`src/hw/lcdd_pkg.sv`:
```
/*
 * lcdd_pkg: shared constants for the lcd driver pin interface.
 * Assumes a 10 MHz pclk and an apb master with 32-bit data.
 */
package lcdd_pkg;

	// ==========================================================
	// register map (byte addresses)
	localparam logic [7:0] LCDD_CTRL_OFS = 8'h00;
	localparam logic [7:0] LCDD_STAT_OFS = 8'h04;
	localparam logic [7:0] LCDD_CNT_OFS = 8'h08;
	localparam logic [7:0] LCDD_RDATA_OFS = 8'h0C;

	// ==========================================================
	// field positions
	localparam int LCDD_CTRL_REVERSE_BIT = 0;
	localparam int LCDD_CTRL_PSAVE_BIT = 1;
	localparam int LCDD_CTRL_BLANK_BIT = 2;
	localparam int LCDD_STAT_DC_BIT = 8;
	localparam int LCDD_STAT_SERIAL_BIT = 9;
	localparam int LCDD_STAT_MASTER_BIT = 10;
	localparam int LCDD_STAT_ALT_BIT = 11;
	localparam logic [2:0] LCDD_CTRL_RESET = 3'h0;
	localparam logic [15:0] LCDD_RDATA_RESET = 16'h0000;

	// ==========================================================
	// drive level codes
	typedef enum logic [1:0] {
		LCDD_LVL_TOP = 2'h0,
		LCDD_LVL_HI = 2'h1,
		LCDD_LVL_LO = 2'h2,
		LCDD_LVL_BOTTOM = 2'h3
	} lcdd_level_t;

	// ==========================================================
	// widths and timing
	localparam int LCDD_SEGS = 224;
	localparam int LCDD_INDICATOR_COMMON_OUTPUT = 64;
	localparam int LCDD_LINES = 65;
	localparam int LCDD_CLK_NS = 100;
	localparam int LCDD_DCLK_PERIOD_NS = 800;
	localparam int LCDD_DCLK_HALF_CYC = LCDD_DCLK_PERIOD_NS / (2 * LCDD_CLK_NS);

endpackage

```
`src/hw/lcdd_pin_if.sv`:
```
/*
 * lcdd_pin_if: host port, strap decoding, display timing pins and lcd drive
 * level selection of a dot-matrix lcd driver, with an apb register window.
 * Assumes all pin inputs are asynchronous to pclk; ram bits and scan bits
 * come from logic on pclk. Tri-state pins are split in/out/oe.
 */
// Function
// [RULE1] host port active only while low-active select low and high-active select high
// [RULE2] data/command flag high marks display data, low marks control data
// [RULE3] serial mode: data on d7, clock on d6, d0-d5 high impedance
// [RULE4] deselected chip keeps all eight data lines high impedance
// [RULE5] interface strap high selects parallel port, low selects serial port
// [RULE6] serial port is write-only, nothing is ever read back
// [RULE7] host holds read and write strobes fixed while serial mode is selected
// [RULE8] clock strap high uses internal oscillator, low takes clock pin
// [RULE9] both chips of a pair share the same clock source strap level
// [RULE10] clock pin is output only for master using internal oscillator
// [RULE11] master generates display timing, slave takes it from master
// [RULE12] alternating pin is output for master, input for slave
// [RULE13] sync pin is output for master, input for slave
// [RULE14] blanking pin is output for master, input for slave
// [RULE15] segment level from ram bit, alternating signal, reversal; power save gives top
// [RULE16] common level from scan bit and alternating signal; power save gives top
// [RULE17] indicator common output uses same waveform on master and slave
// [RULE18] parallel: bus strap high gives 68 style, low gives 80 style
// [RULE19] serial shifts msb first on rising clock, byte formed on eighth edge
// [RULE20] serial shifter and bit counter cleared while chip deselected
`timescale 1ns/1ps
module lcdd_pin_if (
	// clock and reset
	input wire logic pclk,
	input wire logic presetn,
	// apb slave
	input wire logic psel,
	input wire logic penable,
	input wire logic pwrite,
	input wire logic [7:0] paddr,
	input wire logic [31:0] pwdata,
	output logic [31:0] prdata,
	output logic pready,
	output logic pslverr,
	// host port pins
	input wire logic chip_select_low_active_n,
	input wire logic chip_select_high_active,
	input wire logic data_command_flag,
	input wire logic read_strobe,
	input wire logic write_strobe,
	input wire logic [7:0] data_in,
	output logic [7:0] data_out,
	output logic [7:0] data_oe,
	// straps
	input wire logic interface_select_strap,
	input wire logic bus_style_strap,
	input wire logic clock_source_strap,
	input wire logic master_slave_strap,
	// display timing pins
	input wire logic display_clock_pin_in,
	output logic display_clock_pin_out,
	output logic display_clock_pin_oe,
	input wire logic alternating_signal_pin_in,
	output logic alternating_signal_pin_out,
	output logic alternating_signal_pin_oe,
	input wire logic sync_pin_in,
	output logic sync_pin_out,
	output logic sync_pin_oe,
	input wire logic display_blanking_pin_in,
	output logic display_blanking_pin_out,
	output logic display_blanking_pin_oe,
	// internal display side
	input wire logic [lcdd_pkg::LCDD_SEGS-1:0] seg_ram_bits,
	input wire logic [lcdd_pkg::LCDD_INDICATOR_COMMON_OUTPUT-1:0] scan_bits,
	input wire logic indicator_scan,
	output logic [7:0] host_byte,
	output logic host_byte_is_data,
	output logic host_byte_valid,
	output logic display_blank,
	// drive levels
	output logic [2*lcdd_pkg::LCDD_SEGS-1:0] segment_outputs,
	output logic [2*lcdd_pkg::LCDD_INDICATOR_COMMON_OUTPUT-1:0] common_outputs,
	output logic [1:0] indicator_common_output
);
	import lcdd_pkg::*;

	// ==========================================================
	// level functions
	function automatic lcdd_level_t seg_level(input logic bit_v, input logic alt,
		input logic rev, input logic psave);
		logic lit;
		lit = bit_v ^ rev;
		if (psave) begin
			seg_level = LCDD_LVL_TOP;
		end else if (lit) begin
			seg_level = alt ? LCDD_LVL_TOP : LCDD_LVL_BOTTOM;
		end else begin
			seg_level = alt ? LCDD_LVL_HI : LCDD_LVL_LO;
		end
	endfunction

	function automatic lcdd_level_t com_level(input logic sel, input logic alt,
		input logic psave);
		if (psave) begin
			com_level = LCDD_LVL_TOP;
		end else if (sel) begin
			com_level = alt ? LCDD_LVL_BOTTOM : LCDD_LVL_TOP;
		end else begin
			com_level = alt ? LCDD_LVL_HI : LCDD_LVL_LO;
		end
	endfunction

	// ==========================================================
	// pin synchronisers: stage one feeds stage two only
	localparam int NSYNC = 18;
	// reset to idle pin levels: select inactive, write strobe high, so no false edge
	localparam logic [NSYNC-1:0] SYNC_IDLE = 18'h00220;
	logic [NSYNC-1:0] sync1_q;
	logic [NSYNC-1:0] sync2_q;
	logic [NSYNC-1:0] pin_raw;
	assign pin_raw = {data_in, chip_select_low_active_n, chip_select_high_active,
		data_command_flag, read_strobe, write_strobe, interface_select_strap,
		bus_style_strap, clock_source_strap, master_slave_strap, display_clock_pin_in};
	always_ff @(posedge pclk or negedge presetn) begin
		if (!presetn) begin
			sync1_q <= SYNC_IDLE;
			sync2_q <= SYNC_IDLE;
		end else begin
			sync1_q <= pin_raw;
			sync2_q <= sync1_q;
		end
	end
	logic [7:0] din_s;
	logic csn_s, csh_s, dc_s, rd_s, wr_s, par_s, bus68_s, cls_s, ms_s, dclk_s;
	assign {din_s, csn_s, csh_s, dc_s, rd_s, wr_s, par_s, bus68_s, cls_s, ms_s, dclk_s} = sync2_q;

	// slave-side timing pins, own synchronisers
	logic [2:0] tsync1_q;
	logic [2:0] tsync2_q;
	always_ff @(posedge pclk or negedge presetn) begin
		if (!presetn) begin
			tsync1_q <= '0;
			tsync2_q <= '0;
		end else begin
			tsync1_q <= {alternating_signal_pin_in, sync_pin_in, display_blanking_pin_in};
			tsync2_q <= tsync1_q;
		end
	end

	logic selected;
	assign selected = !csn_s && csh_s; // RULE1

	// previous strobe levels for edge detection
	logic rd_p_q, wr_p_q, dclk_p_q;
	always_ff @(posedge pclk or negedge presetn) begin
		if (!presetn) begin
			rd_p_q <= 1'b0;
			wr_p_q <= 1'b1;
			dclk_p_q <= 1'b0;
		end else begin
			rd_p_q <= rd_s;
			wr_p_q <= wr_s;
			dclk_p_q <= dclk_s;
		end
	end

	// ==========================================================
	// parallel write capture
	logic par_wr_ev;
	logic par_rd_act;
	always_comb begin
		if (bus68_s) begin
			par_wr_ev = rd_p_q && !rd_s && !wr_s; // RULE18
			par_rd_act = rd_s && wr_s;
		end else begin
			par_wr_ev = !wr_p_q && wr_s; // RULE18
			par_rd_act = !rd_s;
		end
	end

	// ==========================================================
	// serial shifter
	logic [6:0] shift_q;
	logic [2:0] bit_cnt_q;
	logic sclk_p_q;
	logic sclk_rise;
	assign sclk_rise = !sclk_p_q && din_s[6]; // RULE3
	always_ff @(posedge pclk or negedge presetn) begin
		if (!presetn) begin
			shift_q <= 7'h00;
			bit_cnt_q <= 3'h0;
			sclk_p_q <= 1'b0;
		end else begin
			sclk_p_q <= din_s[6];
			if (!selected || par_s) begin
				shift_q <= 7'h00; // RULE20
				bit_cnt_q <= 3'h0; // RULE20
			end else if (sclk_rise) begin
				shift_q <= {shift_q[5:0], din_s[7]}; // RULE19
				bit_cnt_q <= bit_cnt_q + 3'h1;
			end
		end
	end

	// ==========================================================
	// received byte
	logic ser_byte_ev;
	assign ser_byte_ev = selected && !par_s && sclk_rise && (bit_cnt_q == 3'h7); // RULE19
	logic [15:0] byte_cnt_q;
	always_ff @(posedge pclk or negedge presetn) begin
		if (!presetn) begin
			host_byte <= 8'h00;
			host_byte_is_data <= 1'b0;
			host_byte_valid <= 1'b0;
			byte_cnt_q <= 16'h0000;
		end else begin
			host_byte_valid <= 1'b0;
			if (selected && par_s && par_wr_ev) begin // RULE5
				host_byte <= din_s;
				host_byte_is_data <= dc_s; // RULE2
				host_byte_valid <= 1'b1;
				byte_cnt_q <= byte_cnt_q + 16'h0001;
			end else if (ser_byte_ev) begin
				host_byte <= {shift_q, din_s[7]};
				host_byte_is_data <= dc_s; // RULE2
				host_byte_valid <= 1'b1;
				byte_cnt_q <= byte_cnt_q + 16'h0001;
			end
		end
	end

	// ==========================================================
	// data bus drive
	logic [15:0] rdata_q;
	always_ff @(posedge pclk or negedge presetn) begin
		if (!presetn) begin
			data_out <= 8'h00;
			data_oe <= 8'h00;
		end else begin
			data_out <= dc_s ? rdata_q[7:0] : rdata_q[15:8];
			// serial mode never drives: reads are impossible there
			if (selected && par_s && par_rd_act) begin // RULE6
				data_oe <= 8'hFF;
			end else begin
				data_oe <= 8'h00; // RULE4 RULE3
			end
		end
	end

	// ==========================================================
	// display clock
	logic [7:0] osc_cnt_q;
	logic osc_q;
	logic dclk_tick;
	always_ff @(posedge pclk or negedge presetn) begin
		if (!presetn) begin
			osc_cnt_q <= 8'h00;
			osc_q <= 1'b0;
		end else if (osc_cnt_q == 8'(LCDD_DCLK_HALF_CYC - 1)) begin
			osc_cnt_q <= 8'h00;
			osc_q <= !osc_q;
		end else begin
			osc_cnt_q <= osc_cnt_q + 8'h01;
		end
	end
	// the divider reaches a rising edge when it wraps with the output low
	assign dclk_tick = cls_s ? (osc_cnt_q == 8'(LCDD_DCLK_HALF_CYC - 1) && !osc_q)
		: (!dclk_p_q && dclk_s); // RULE8

	// ==========================================================
	// master frame timing
	logic [6:0] line_q;
	logic alt_q, frame_sync_q;
	always_ff @(posedge pclk or negedge presetn) begin
		if (!presetn) begin
			line_q <= 7'h00;
			alt_q <= 1'b0;
			frame_sync_q <= 1'b0;
		end else if (ms_s && dclk_tick) begin // RULE11
			if (line_q == 7'(LCDD_LINES - 1)) begin
				line_q <= 7'h00;
				alt_q <= !alt_q;
				frame_sync_q <= 1'b1;
			end else begin
				line_q <= line_q + 7'h01;
				frame_sync_q <= 1'b0;
			end
		end
	end

	logic [2:0] ctrl_q;
	logic alt_eff, blank_eff;
	assign alt_eff = ms_s ? alt_q : tsync2_q[2]; // RULE12
	assign blank_eff = ms_s ? ctrl_q[LCDD_CTRL_BLANK_BIT] : tsync2_q[0]; // RULE14

	always_ff @(posedge pclk or negedge presetn) begin
		if (!presetn) begin
			display_clock_pin_out <= 1'b0;
			display_clock_pin_oe <= 1'b0;
			alternating_signal_pin_out <= 1'b0;
			alternating_signal_pin_oe <= 1'b0;
			sync_pin_out <= 1'b0;
			sync_pin_oe <= 1'b0;
			display_blanking_pin_out <= 1'b0;
			display_blanking_pin_oe <= 1'b0;
			display_blank <= 1'b0;
		end else begin
			display_clock_pin_out <= osc_q;
			display_clock_pin_oe <= ms_s && cls_s; // RULE10
			alternating_signal_pin_out <= alt_q;
			alternating_signal_pin_oe <= ms_s; // RULE12
			sync_pin_out <= frame_sync_q;
			sync_pin_oe <= ms_s; // RULE13
			display_blanking_pin_out <= ctrl_q[LCDD_CTRL_BLANK_BIT];
			display_blanking_pin_oe <= ms_s; // RULE14
			display_blank <= blank_eff;
		end
	end

	// ==========================================================
	// drive levels
	always_ff @(posedge pclk or negedge presetn) begin
		if (!presetn) begin
			segment_outputs <= '0;
			common_outputs <= '0;
			indicator_common_output <= 2'h0;
		end else begin
			for (int i = 0; i < LCDD_SEGS; i++) begin
				segment_outputs[2*i +: 2] <= seg_level(seg_ram_bits[i], alt_eff,
					ctrl_q[LCDD_CTRL_REVERSE_BIT], ctrl_q[LCDD_CTRL_PSAVE_BIT]); // RULE15
			end
			for (int j = 0; j < LCDD_INDICATOR_COMMON_OUTPUT; j++) begin
				common_outputs[2*j +: 2] <= com_level(scan_bits[j], alt_eff,
					ctrl_q[LCDD_CTRL_PSAVE_BIT]); // RULE16
			end
			// shared alternating signal keeps both chips identical here
			indicator_common_output <= com_level(indicator_scan, alt_eff,
				ctrl_q[LCDD_CTRL_PSAVE_BIT]); // RULE17
		end
	end

	// ==========================================================
	// apb slave, zero wait states
	logic setup, access, mapped;
	assign setup = psel && !penable;
	assign access = psel && penable && pready;
	assign mapped = (paddr == LCDD_CTRL_OFS) || (paddr == LCDD_STAT_OFS) ||
		(paddr == LCDD_CNT_OFS) || (paddr == LCDD_RDATA_OFS);
	always_ff @(posedge pclk or negedge presetn) begin
		if (!presetn) begin
			pready <= 1'b0;
			pslverr <= 1'b0;
			prdata <= 32'h0000_0000;
		end else begin
			pready <= setup;
			pslverr <= setup && !mapped;
			if (setup && !pwrite) begin
				case (paddr)
					LCDD_CTRL_OFS: prdata <= {29'h0, ctrl_q};
					LCDD_STAT_OFS: prdata <= {20'h0, alt_eff, ms_s, !par_s,
						host_byte_is_data, host_byte};
					LCDD_CNT_OFS: prdata <= {16'h0, byte_cnt_q};
					LCDD_RDATA_OFS: prdata <= {16'h0, rdata_q};
					default: prdata <= 32'h0000_0000;
				endcase
			end
		end
	end
	always_ff @(posedge pclk or negedge presetn) begin
		if (!presetn) begin
			ctrl_q <= LCDD_CTRL_RESET;
			rdata_q <= LCDD_RDATA_RESET;
		end else if (access && pwrite && paddr == LCDD_CTRL_OFS) begin
			ctrl_q <= pwdata[2:0];
		end else if (access && pwrite && paddr == LCDD_RDATA_OFS) begin
			rdata_q <= pwdata[15:0];
		end
	end

	// ==========================================================
	// assertions
	property p_desel_quiet;
		@(posedge pclk) disable iff (!presetn)
		!selected |=> data_oe == 8'h00;
	endproperty
	a_desel_quiet: assert property (p_desel_quiet) else $error("bus driven while deselected"); // RULE4

	property p_serial_quiet;
		@(posedge pclk) disable iff (!presetn)
		!par_s |=> data_oe == 8'h00;
	endproperty
	a_serial_quiet: assert property (p_serial_quiet) else $error("serial mode drove bus"); // RULE6

	property p_par_read;
		@(posedge pclk) disable iff (!presetn)
		selected && par_s && par_rd_act |=> data_oe == 8'hFF;
	endproperty
	a_par_read: assert property (p_par_read) else $error("parallel read not driven"); // RULE1

	property p_ser_byte;
		@(posedge pclk) disable iff (!presetn)
		ser_byte_ev |=> host_byte_valid && host_byte == {$past(shift_q), $past(din_s[7])}
			&& host_byte_is_data == $past(dc_s);
	endproperty
	a_ser_byte: assert property (p_ser_byte) else $error("serial byte wrong"); // RULE19

	property p_ser_reset;
		@(posedge pclk) disable iff (!presetn)
		!selected |=> bit_cnt_q == 3'h0 && shift_q == 7'h00;
	endproperty
	a_ser_reset: assert property (p_ser_reset) else $error("shifter not cleared"); // RULE20

	property p_par68_write;
		@(posedge pclk) disable iff (!presetn)
		selected && par_s && bus68_s && rd_p_q && !rd_s && !wr_s |=>
			host_byte_valid && host_byte == $past(din_s);
	endproperty
	a_par68_write: assert property (p_par68_write) else $error("68 write lost"); // RULE18

	property p_dclk_dir;
		@(posedge pclk) disable iff (!presetn)
		##1 display_clock_pin_oe == $past(ms_s && cls_s);
	endproperty
	a_dclk_dir: assert property (p_dclk_dir) else $error("clock pin direction"); // RULE10

	property p_timing_dir;
		@(posedge pclk) disable iff (!presetn)
		$rose(ms_s) |=> alternating_signal_pin_oe && sync_pin_oe && display_blanking_pin_oe;
	endproperty
	a_timing_dir: assert property (p_timing_dir) else $error("timing pins not output"); // RULE13

	property p_psave;
		@(posedge pclk) disable iff (!presetn)
		ctrl_q[LCDD_CTRL_PSAVE_BIT] |=> segment_outputs[1:0] == LCDD_LVL_TOP
			&& common_outputs[1:0] == LCDD_LVL_TOP;
	endproperty
	a_psave: assert property (p_psave) else $error("power save level wrong"); // RULE15

	property p_com_sel;
		@(posedge pclk) disable iff (!presetn)
		!ctrl_q[LCDD_CTRL_PSAVE_BIT] && scan_bits[0] && alt_eff |=>
			common_outputs[1:0] == LCDD_LVL_BOTTOM;
	endproperty
	a_com_sel: assert property (p_com_sel) else $error("selected common level wrong"); // RULE16

	c_ser_byte: cover property (@(posedge pclk) disable iff (!presetn) ser_byte_ev);
	c_par_read: cover property (@(posedge pclk) disable iff (!presetn)
		selected && par_s && par_rd_act);
	c_frame: cover property (@(posedge pclk) disable iff (!presetn) $rose(frame_sync_q));

endmodule

```
`config.mk`:
```
export PLATFORM = sky130hd
export DESIGN_NAME = lcdd_pin_if
export DESIGN_NICKNAME = d
export VERILOG_FILES = /design/src/hw/lcdd_pkg.sv /design/src/hw/lcdd_pin_if.sv
export SDC_FILE = /design/constraint.sdc
export NUM_CORES = 1
export LEC_CHECK = 0
export BUFFER_PORTS_ARGS = -buffer_cell sky130_fd_sc_hd__buf_2
export CORE_AREA = 10 10 381 383
export DETAILED_ROUTE_END_ITERATION = 10
export DIE_AREA = 0 0 391 393
export PLACE_DENSITY = 0.37
export SYNTH_ARGS = -nofsm -noshare
export SYNTH_HDL_FRONTEND = slang
export SYNTH_SLANG_ARGS = --single-unit
```
`constraint.sdc`:
```
create_clock -name pclk -period 9.6 [get_ports pclk]
set_input_delay 0.96 -clock pclk [delete_from_list [all_inputs] [get_ports pclk]]
set_output_delay 0.96 -clock pclk [all_outputs]
set_load 0.05 [all_outputs]
```
==> metrics, run 1 <==
DR iter-0 viols=439; vias in the first global route=14124; async set-reset flop share out of synthesis=100%; site row count=136; CP max stage delay=0.76 ns; Post-CTS Resized=0; FF+latch area=0.0111 mm^2; Multi-input gate area=0.00563 mm^2; clock sinks=442; DRC=0; critical path class=reg -> reg; Slowest cell on crit path=buf_4; Post-CTS Hold Buffers=0; Final Hold Fails=0; Post-synth EDFFs=0; Initial DRT Pass Iterations=4; synthesized instance count=1666; Avg Vias per Cell=3.23; hold crit path type=in -> async; DRT antenna net count=0; RePlAce Congestion=0.761; largest net degree at the start of global routing=195; starting density of the core=14.1%; DP HPWL=62600 um; Worst Reg-to-Reg Cells=7; post-synth top area share=56.6%; worst path cell trace=mux2i_4 > buf_4 > xnor2_4 > buf_4 > buf_4 > xnor2_1 > nor2_1; IO Port Bufs=968; placed cell count=4070; Max Slew Vio Count=0; Setup crit end=segment_outputs[404]; flops & latches, synth=442; sequential-to-total area share from yosys stat=57.2%; CTS clock-pin slew for the worst setup and hold paths=0.06 ns; VDD IR max=0.130 mV; unrepaired setup endpoints after global routing=false; reg2reg end=segment_outputs[404]; period utilization=43.0%; run status=finished, final reports clean; Relative slew margins=37.1%; fill count=15293; Worst setup EP type=register; Die ar.=0.154 mm^2; post-synth top area cell=dfrtp_1; io pins=1002; ys flop type=dfrtp_1; cell mode on critical path=buf_4; area grow syn2layout=34.0%; post-synth cell types=48; CP Data Required Time=10.07 ns; CTS tree=built; final setup vio count=0; H-tree depth=2; f_max=0.242 GHz; Fin Clk Skew=0.0323 ns; Clock Tree Root=clkbuf_16; nets=2697; Slew @ Worst Pin=0.943 ns; WL per Instance=19.2 um; Avg Cell Area, Syn=11.6 um^2; core area=0.137 mm^2; Post-Route WL=80300 um; R2R setup slack=5.47 ns; total CTS buffers=58; initial antenna violation count=40; GR Overflow Total=0; CP Launch Type=register; P per Cell Area=216 mW/mm^2; Area contributors post-synth=dfrtp_1, xnor2_1, buf_4; beginning of the critical path=sync2_q[1]; Die Wd=391 um; routed via count=13471; Setup TNS Final=0 ns; Static Leak=12.2 nW; CP Data Arrival Time=4.61 ns; Die Ht=393 um; worst flop-to-flop path startpoint=sync2_q[1]; crit path time final=4.13 ns; clk buf depth=3; Final Non-Filler Cells=4177; layout cells sized above 1=48.4%; wire length of the first global-routing pass=110000 um; Critical Path Fanout Max=46; Max-Cap Viols=0; Ys Warns=0; post-CTS setup buffer count=0; total global-route track usage=9.75%; Post-Syn Area=0.0193 mm^2; Tot Pwr=5.60 mW; Worst-Skew Late Latency=0.66 ns
## Yosys cell counts, types with 3 or more instances
library cell,number
mux2_2,52
a22oi_1,8
and4_1,4
mux4_2,3
a22o_1,12
nand4_1,3
buf_4,313
mux2i_1,5
a211oi_1,4
ha_1,6
clkbuf_1,43
dfstp_2,5
nand3_1,16
nor2_1,299
dfrtp_1,437
a21oi_1,4
o21ai_0,21
nand2b_1,4
xor2_1,17
inv_1,9
nor2b_1,4
and3_1,3
xnor2_1,297
buf_2,33
a2111oi_0,7
nand2_1,29
buf_1,3
## cells by family after synthesis
| kind of cell | after synthesis | share of synthesized area (%) |
|---|---|---|
| AO/OA/AOI/OAI | 64 | 2.32 |
| XOR/XNOR | 315 | 14.3 |
| adder cells (fa/ha/maj) | 6 | 0.388 |
| buffers and inverters | 401 | 14.1 |
| flip-flops | 442 | 57.2 |
| multiplexers | 60 | 3.64 |
| other | 1 | 0.0194 |
| AND/OR/NAND/NOR | 377 | 8.01 |
## worst max-delay path: cells and delay by family, from the launching register on
kind                      cells  cell delay [ns]
xor gates and xnor gates      2             0.67
buffers and inverters         3             1.89
DFF                           1             0.60
muxes                         1             0.58
and+or+nand+nor               1             0.08
## metrics by stage
step                      instance area [um^2]  hold WS (ns)  util, %  worst slack [ns]
after floorplan                          19400         0.331        -              4.05
after global placement                   24000         0.334     17.5              5.34
after detailed placement                 24000         0.335     17.5              5.35
after CTS                                25900         0.276     18.9              5.33
after global routing                     25900         0.303     18.9              5.16
final                                    25900         0.293     18.9              5.47
## per-layer routing
metal | up-vias | GRT usage (%) | share of wire, %
li1 | 6247 | - | -
met1 | 6442 | 11.1 | 38
met2 | 575 | 16.1 | 48
met3 | 153 | 4.81 | 11
met4 | 54 | 2.83 | 2.5
met5 | - | 0 | 0.43
## state kept, by name (all words and copies together) (netlist names), 7 cells and up
signal	cells
segment_outputs	225
common_outputs	64
sync1_q	18
sync2_q	18
byte_cnt_q	16
prdata	16
rdata_q	16
data_out	8
host_byte	8
osc_cnt_q	8
line_q	7
shift_q	7
## report_power, final
group	switching (mW)	leakage (nW)	internal, mW	total (mW)
Sequential	0.0568	5.37	2.01	2.07
Combinational	1.06	5.96	0.300	1.36
Clock	0.907	0.919	1.26	2.17
## worst min-delay path by stage
stage               cells past startpoint  slack [ns]                   end
finish                                  1        0.29  segment_outputs[350]
global route                            1        0.30  segment_outputs[384]
CTS                                     1        0.28  segment_outputs[350]
detailed placement                      0        0.33            sync2_q[6]
global placement                        0        0.33            sync2_q[1]
floorplan                               0        0.33            sync2_q[0]
## layout by cell type (no fill, tap or decap), drive strengths merged, types with 4 or more instances in the layout
cell / n
buf: 987
ha: 6
nand3: 16
xor2: 17
o21ai: 21
mux2: 52
nor2: 299
xnor2: 298
conb: 16
dfrtp: 437
nor2b: 4
clkbuf: 76
dfstp: 5
a22oi: 8
nand2: 29
a2111oi: 7
inv: 13
a211oi: 4
nand2b: 4
and4: 4
clkinvlp: 6
clkinv: 15
a22o: 12
mux2i: 5
a21oi: 4
## layout make-up
| type | instances | share of cell area [%] |
|---|---|---|
| inverter | 9 | 0.130 |
| clock inverter | 28 | 1.00 |
| tap | 1794 | 8.67 |
| sequential | 442 | 42.8 |
| antenna | 3 | 0.0290 |
| clock buffer | 76 | 6.25 |
| timing repair buffer | 987 | 19.4 |
| multi-input combinational | 838 | 21.7 |
Note: power is estimated with default switching activity, not from simulation.
==> run 2: changes to the inputs <==
CORE_AREA = 10 10 382 384   (was 10 10 381 383)
DIE_AREA = 0 0 392 394   (was 0 0 391 393)
clock period = 4.3 ns   (was 9.6 ns; I/O delays follow)
==> run 2 against run 1 <==
Effect of this change: clock skew shrank 0.013 ns; die area grew 0.51%; worst setup slack lost 4.0 ns; combinational power grew 140%; worst hold slack lost 0.23 ns; flip-flop and latch count is the same; critical endpoint is now segment_outputs[146]; critical path depth shrank 2; cell count grew 6.6%; global-route usage grew 0.19 points; via count grew 5.7%; core utilization grew 1.7 points; register-to-register slack lost 4.0 ns.
==> metrics, run 2 (same netlist as run 1, synthesis figures left out) <==
Worst-Skew Late Latency=0.65 ns (about the same); initial antenna violation count=27 (-33%); Clock Tree Root=clkbuf_16; site row count=137 (+0.74%); reg2reg end=segment_outputs[146]; CP Launch Type=register; io pins=1002 (unchanged); Max-Cap Viols=0 (unchanged); IO Port Bufs=968 (unchanged); unrepaired setup endpoints after global routing=false; Final Hold Fails=0 (unchanged); hold crit path type=in -> reg; Critical Path Fanout Max=47 (+2.2%); commonest non-fill, non-tap cells in the layout=buf_2, dfrtp_1, nor2_1; P per Cell Area=441 mW/mm^2 (+100%); max reg flops=225 (unchanged); clk buf depth=3 (unchanged); Die Ht=394 um (+0.25%); Setup TNS Final=0 ns (unchanged); total global-route track usage=9.93% (+0.19 points); final setup vio count=0 (unchanged); routed via count=14235 (+5.7%); Relative slew margins=38.1% (+0.95 points); wire length of the first global-routing pass=114000 um (+4.0%); CP Data Required Time=4.82 ns (-5.25 ns); Fin Clk Skew=0.0197 ns (-0.0126 ns); CTS clock-pin slew for the worst setup and hold paths=0.06 ns (about the same); vias in the first global route=15458 (+9.4%); Slew @ Worst Pin=0.929 ns (-0.0142 ns); Post-Route WL=80100 um (-0.19%); DP HPWL=61800 um (-1.3%); nets=2962 (+9.8%); VDD IR max=0.278 mV (+110%); total CTS buffers=56 (-3.4%); Setup crit end=segment_outputs[146]; Die Wd=392 um (+0.26%); Most flops, register=segment_outputs; area grow syn2layout=47.6%; worst flop-to-flop path startpoint=sync2_q[1]; R2R setup slack=1.49 ns (-3.97 ns); H-tree depth=2 (unchanged); largest registers=segment_outputs (225), common_outputs (64); starting density of the core=14.0% (-0.14 points); Worst Reg-to-Reg Cells=5 (-2); RePlAce Congestion=0.761 (about the same); Static Leak=13.4 nW (+9.1%); CTS tree=built; DRT antenna net count=0 (unchanged); DRC=0 (unchanged); WL per Instance=18.0 um (-6.4%); beginning of the critical path=sync2_q[1]; GR Overflow Total=0 (unchanged); core area=0.139 mm^2 (+0.99%); Initial DRT Pass Iterations=4 (unchanged); layout cells sized above 1=44.1% (-4.2 points); DR iter-0 viols=559 (+27%); Worst setup EP type=register; post-CTS setup buffer count=0 (unchanged); CP Data Arrival Time=3.33 ns (-1.28 ns); largest net degree at the start of global routing=117 (-40%); Util after Layout=20.6% (+1.7 points); period utilization=65.3% (+22 points); Post-CTS Resized=0 (unchanged); Avg Vias per Cell=3.20 (-0.90%); Max Slew Vio Count=0 (unchanged); run status=finished, final reports clean; critical path class=reg -> reg; f_max=0.356 GHz (+47%); Post-CTS Hold Buffers=246 (+246); most common cell after layout, fill and taps aside=buf_2; Die ar.=0.154 mm^2 (+0.51%); clock sinks=442 (unchanged); crit path time final=2.81 ns (-1.33 ns)
## run 2: cell count changes in the layout (fill, tap and decap cells not counted), moves of 3 or more
cell / delta
clkinvlp_4: -3
dlygate4sd3_1: +246
clkinv_2: -6
clkbuf_8: +3
buf_12: +4
buf_4: +18
diode_2: +3
## run 2: layout make-up
class	instances	area [um^2]
Clock buffer	79	1620
Tap cell	1807	2260
Sequential cell	442	11100
Timing Repair Buffer	1254	7690
Multi-Input combinational cell	838	5630
Inverter	9	33.8
Clock inverter	19	200
Fill cell	15347	110000
Antenna cell	6	15.0
## run 2: how the worst min path moves through the flow
stage	start	endpoint	slack (ns)	cells past startpoint
floorplan	presetn	alt_q	0.13	0
CTS	seg_ram_bits[128]	segment_outputs[256]	0.0008	3
global placement	tsync1_q[0]	tsync2_q[0]	0.33	0
finish	seg_ram_bits[3]	segment_outputs[6]	0.06	3
detailed placement	sync1_q[3]	sync2_q[3]	0.33	0
global route	seg_ram_bits[223]	segment_outputs[446]	0.02	3
## run 2: stage by stage
step           hold WS, ns  cell area (um^2)  instances  total power [mW]  setup WS, ns
2_1_floorplan        0.134             19400       1681              6.99          1.11
3_3_place_gp         0.331             24200       4104              7.81          1.18
5_1_grt             0.0248             28500       4452              13.2          1.21
4_1_cts           0.000807             28500       4448              12.9          1.28
6_report            0.0618             28500       4454              12.6          1.49
3_5_place_dp         0.335             24200       4104              7.81          1.29
## run 2: where the power goes
part / switching (mW) / leakage [nW] / internal, mW
Combinational: 2.41 / 7.11 / 0.828
Clock: 1.98 / 0.890 / 2.73
Sequential: 0.137 / 5.37 / 4.49
## run 2: critical path: stages, from the launching register on
cell	delay [ns]
dfrtp_1	0.51
mux2i_4	0.29
xnor2_4	0.73
buf_4	0.77
xnor2_1	0.21
nor2_1	0.07
## run 2: per-layer routing
layer	global-route usage, %	vias to the layer above	routed length, um
met4	3.18	34	2280
met5	0	-	222
met1	11.7	6727	32000
li1	-	6789	-
met2	16.4	563	37800
met3	3.96	122	7810
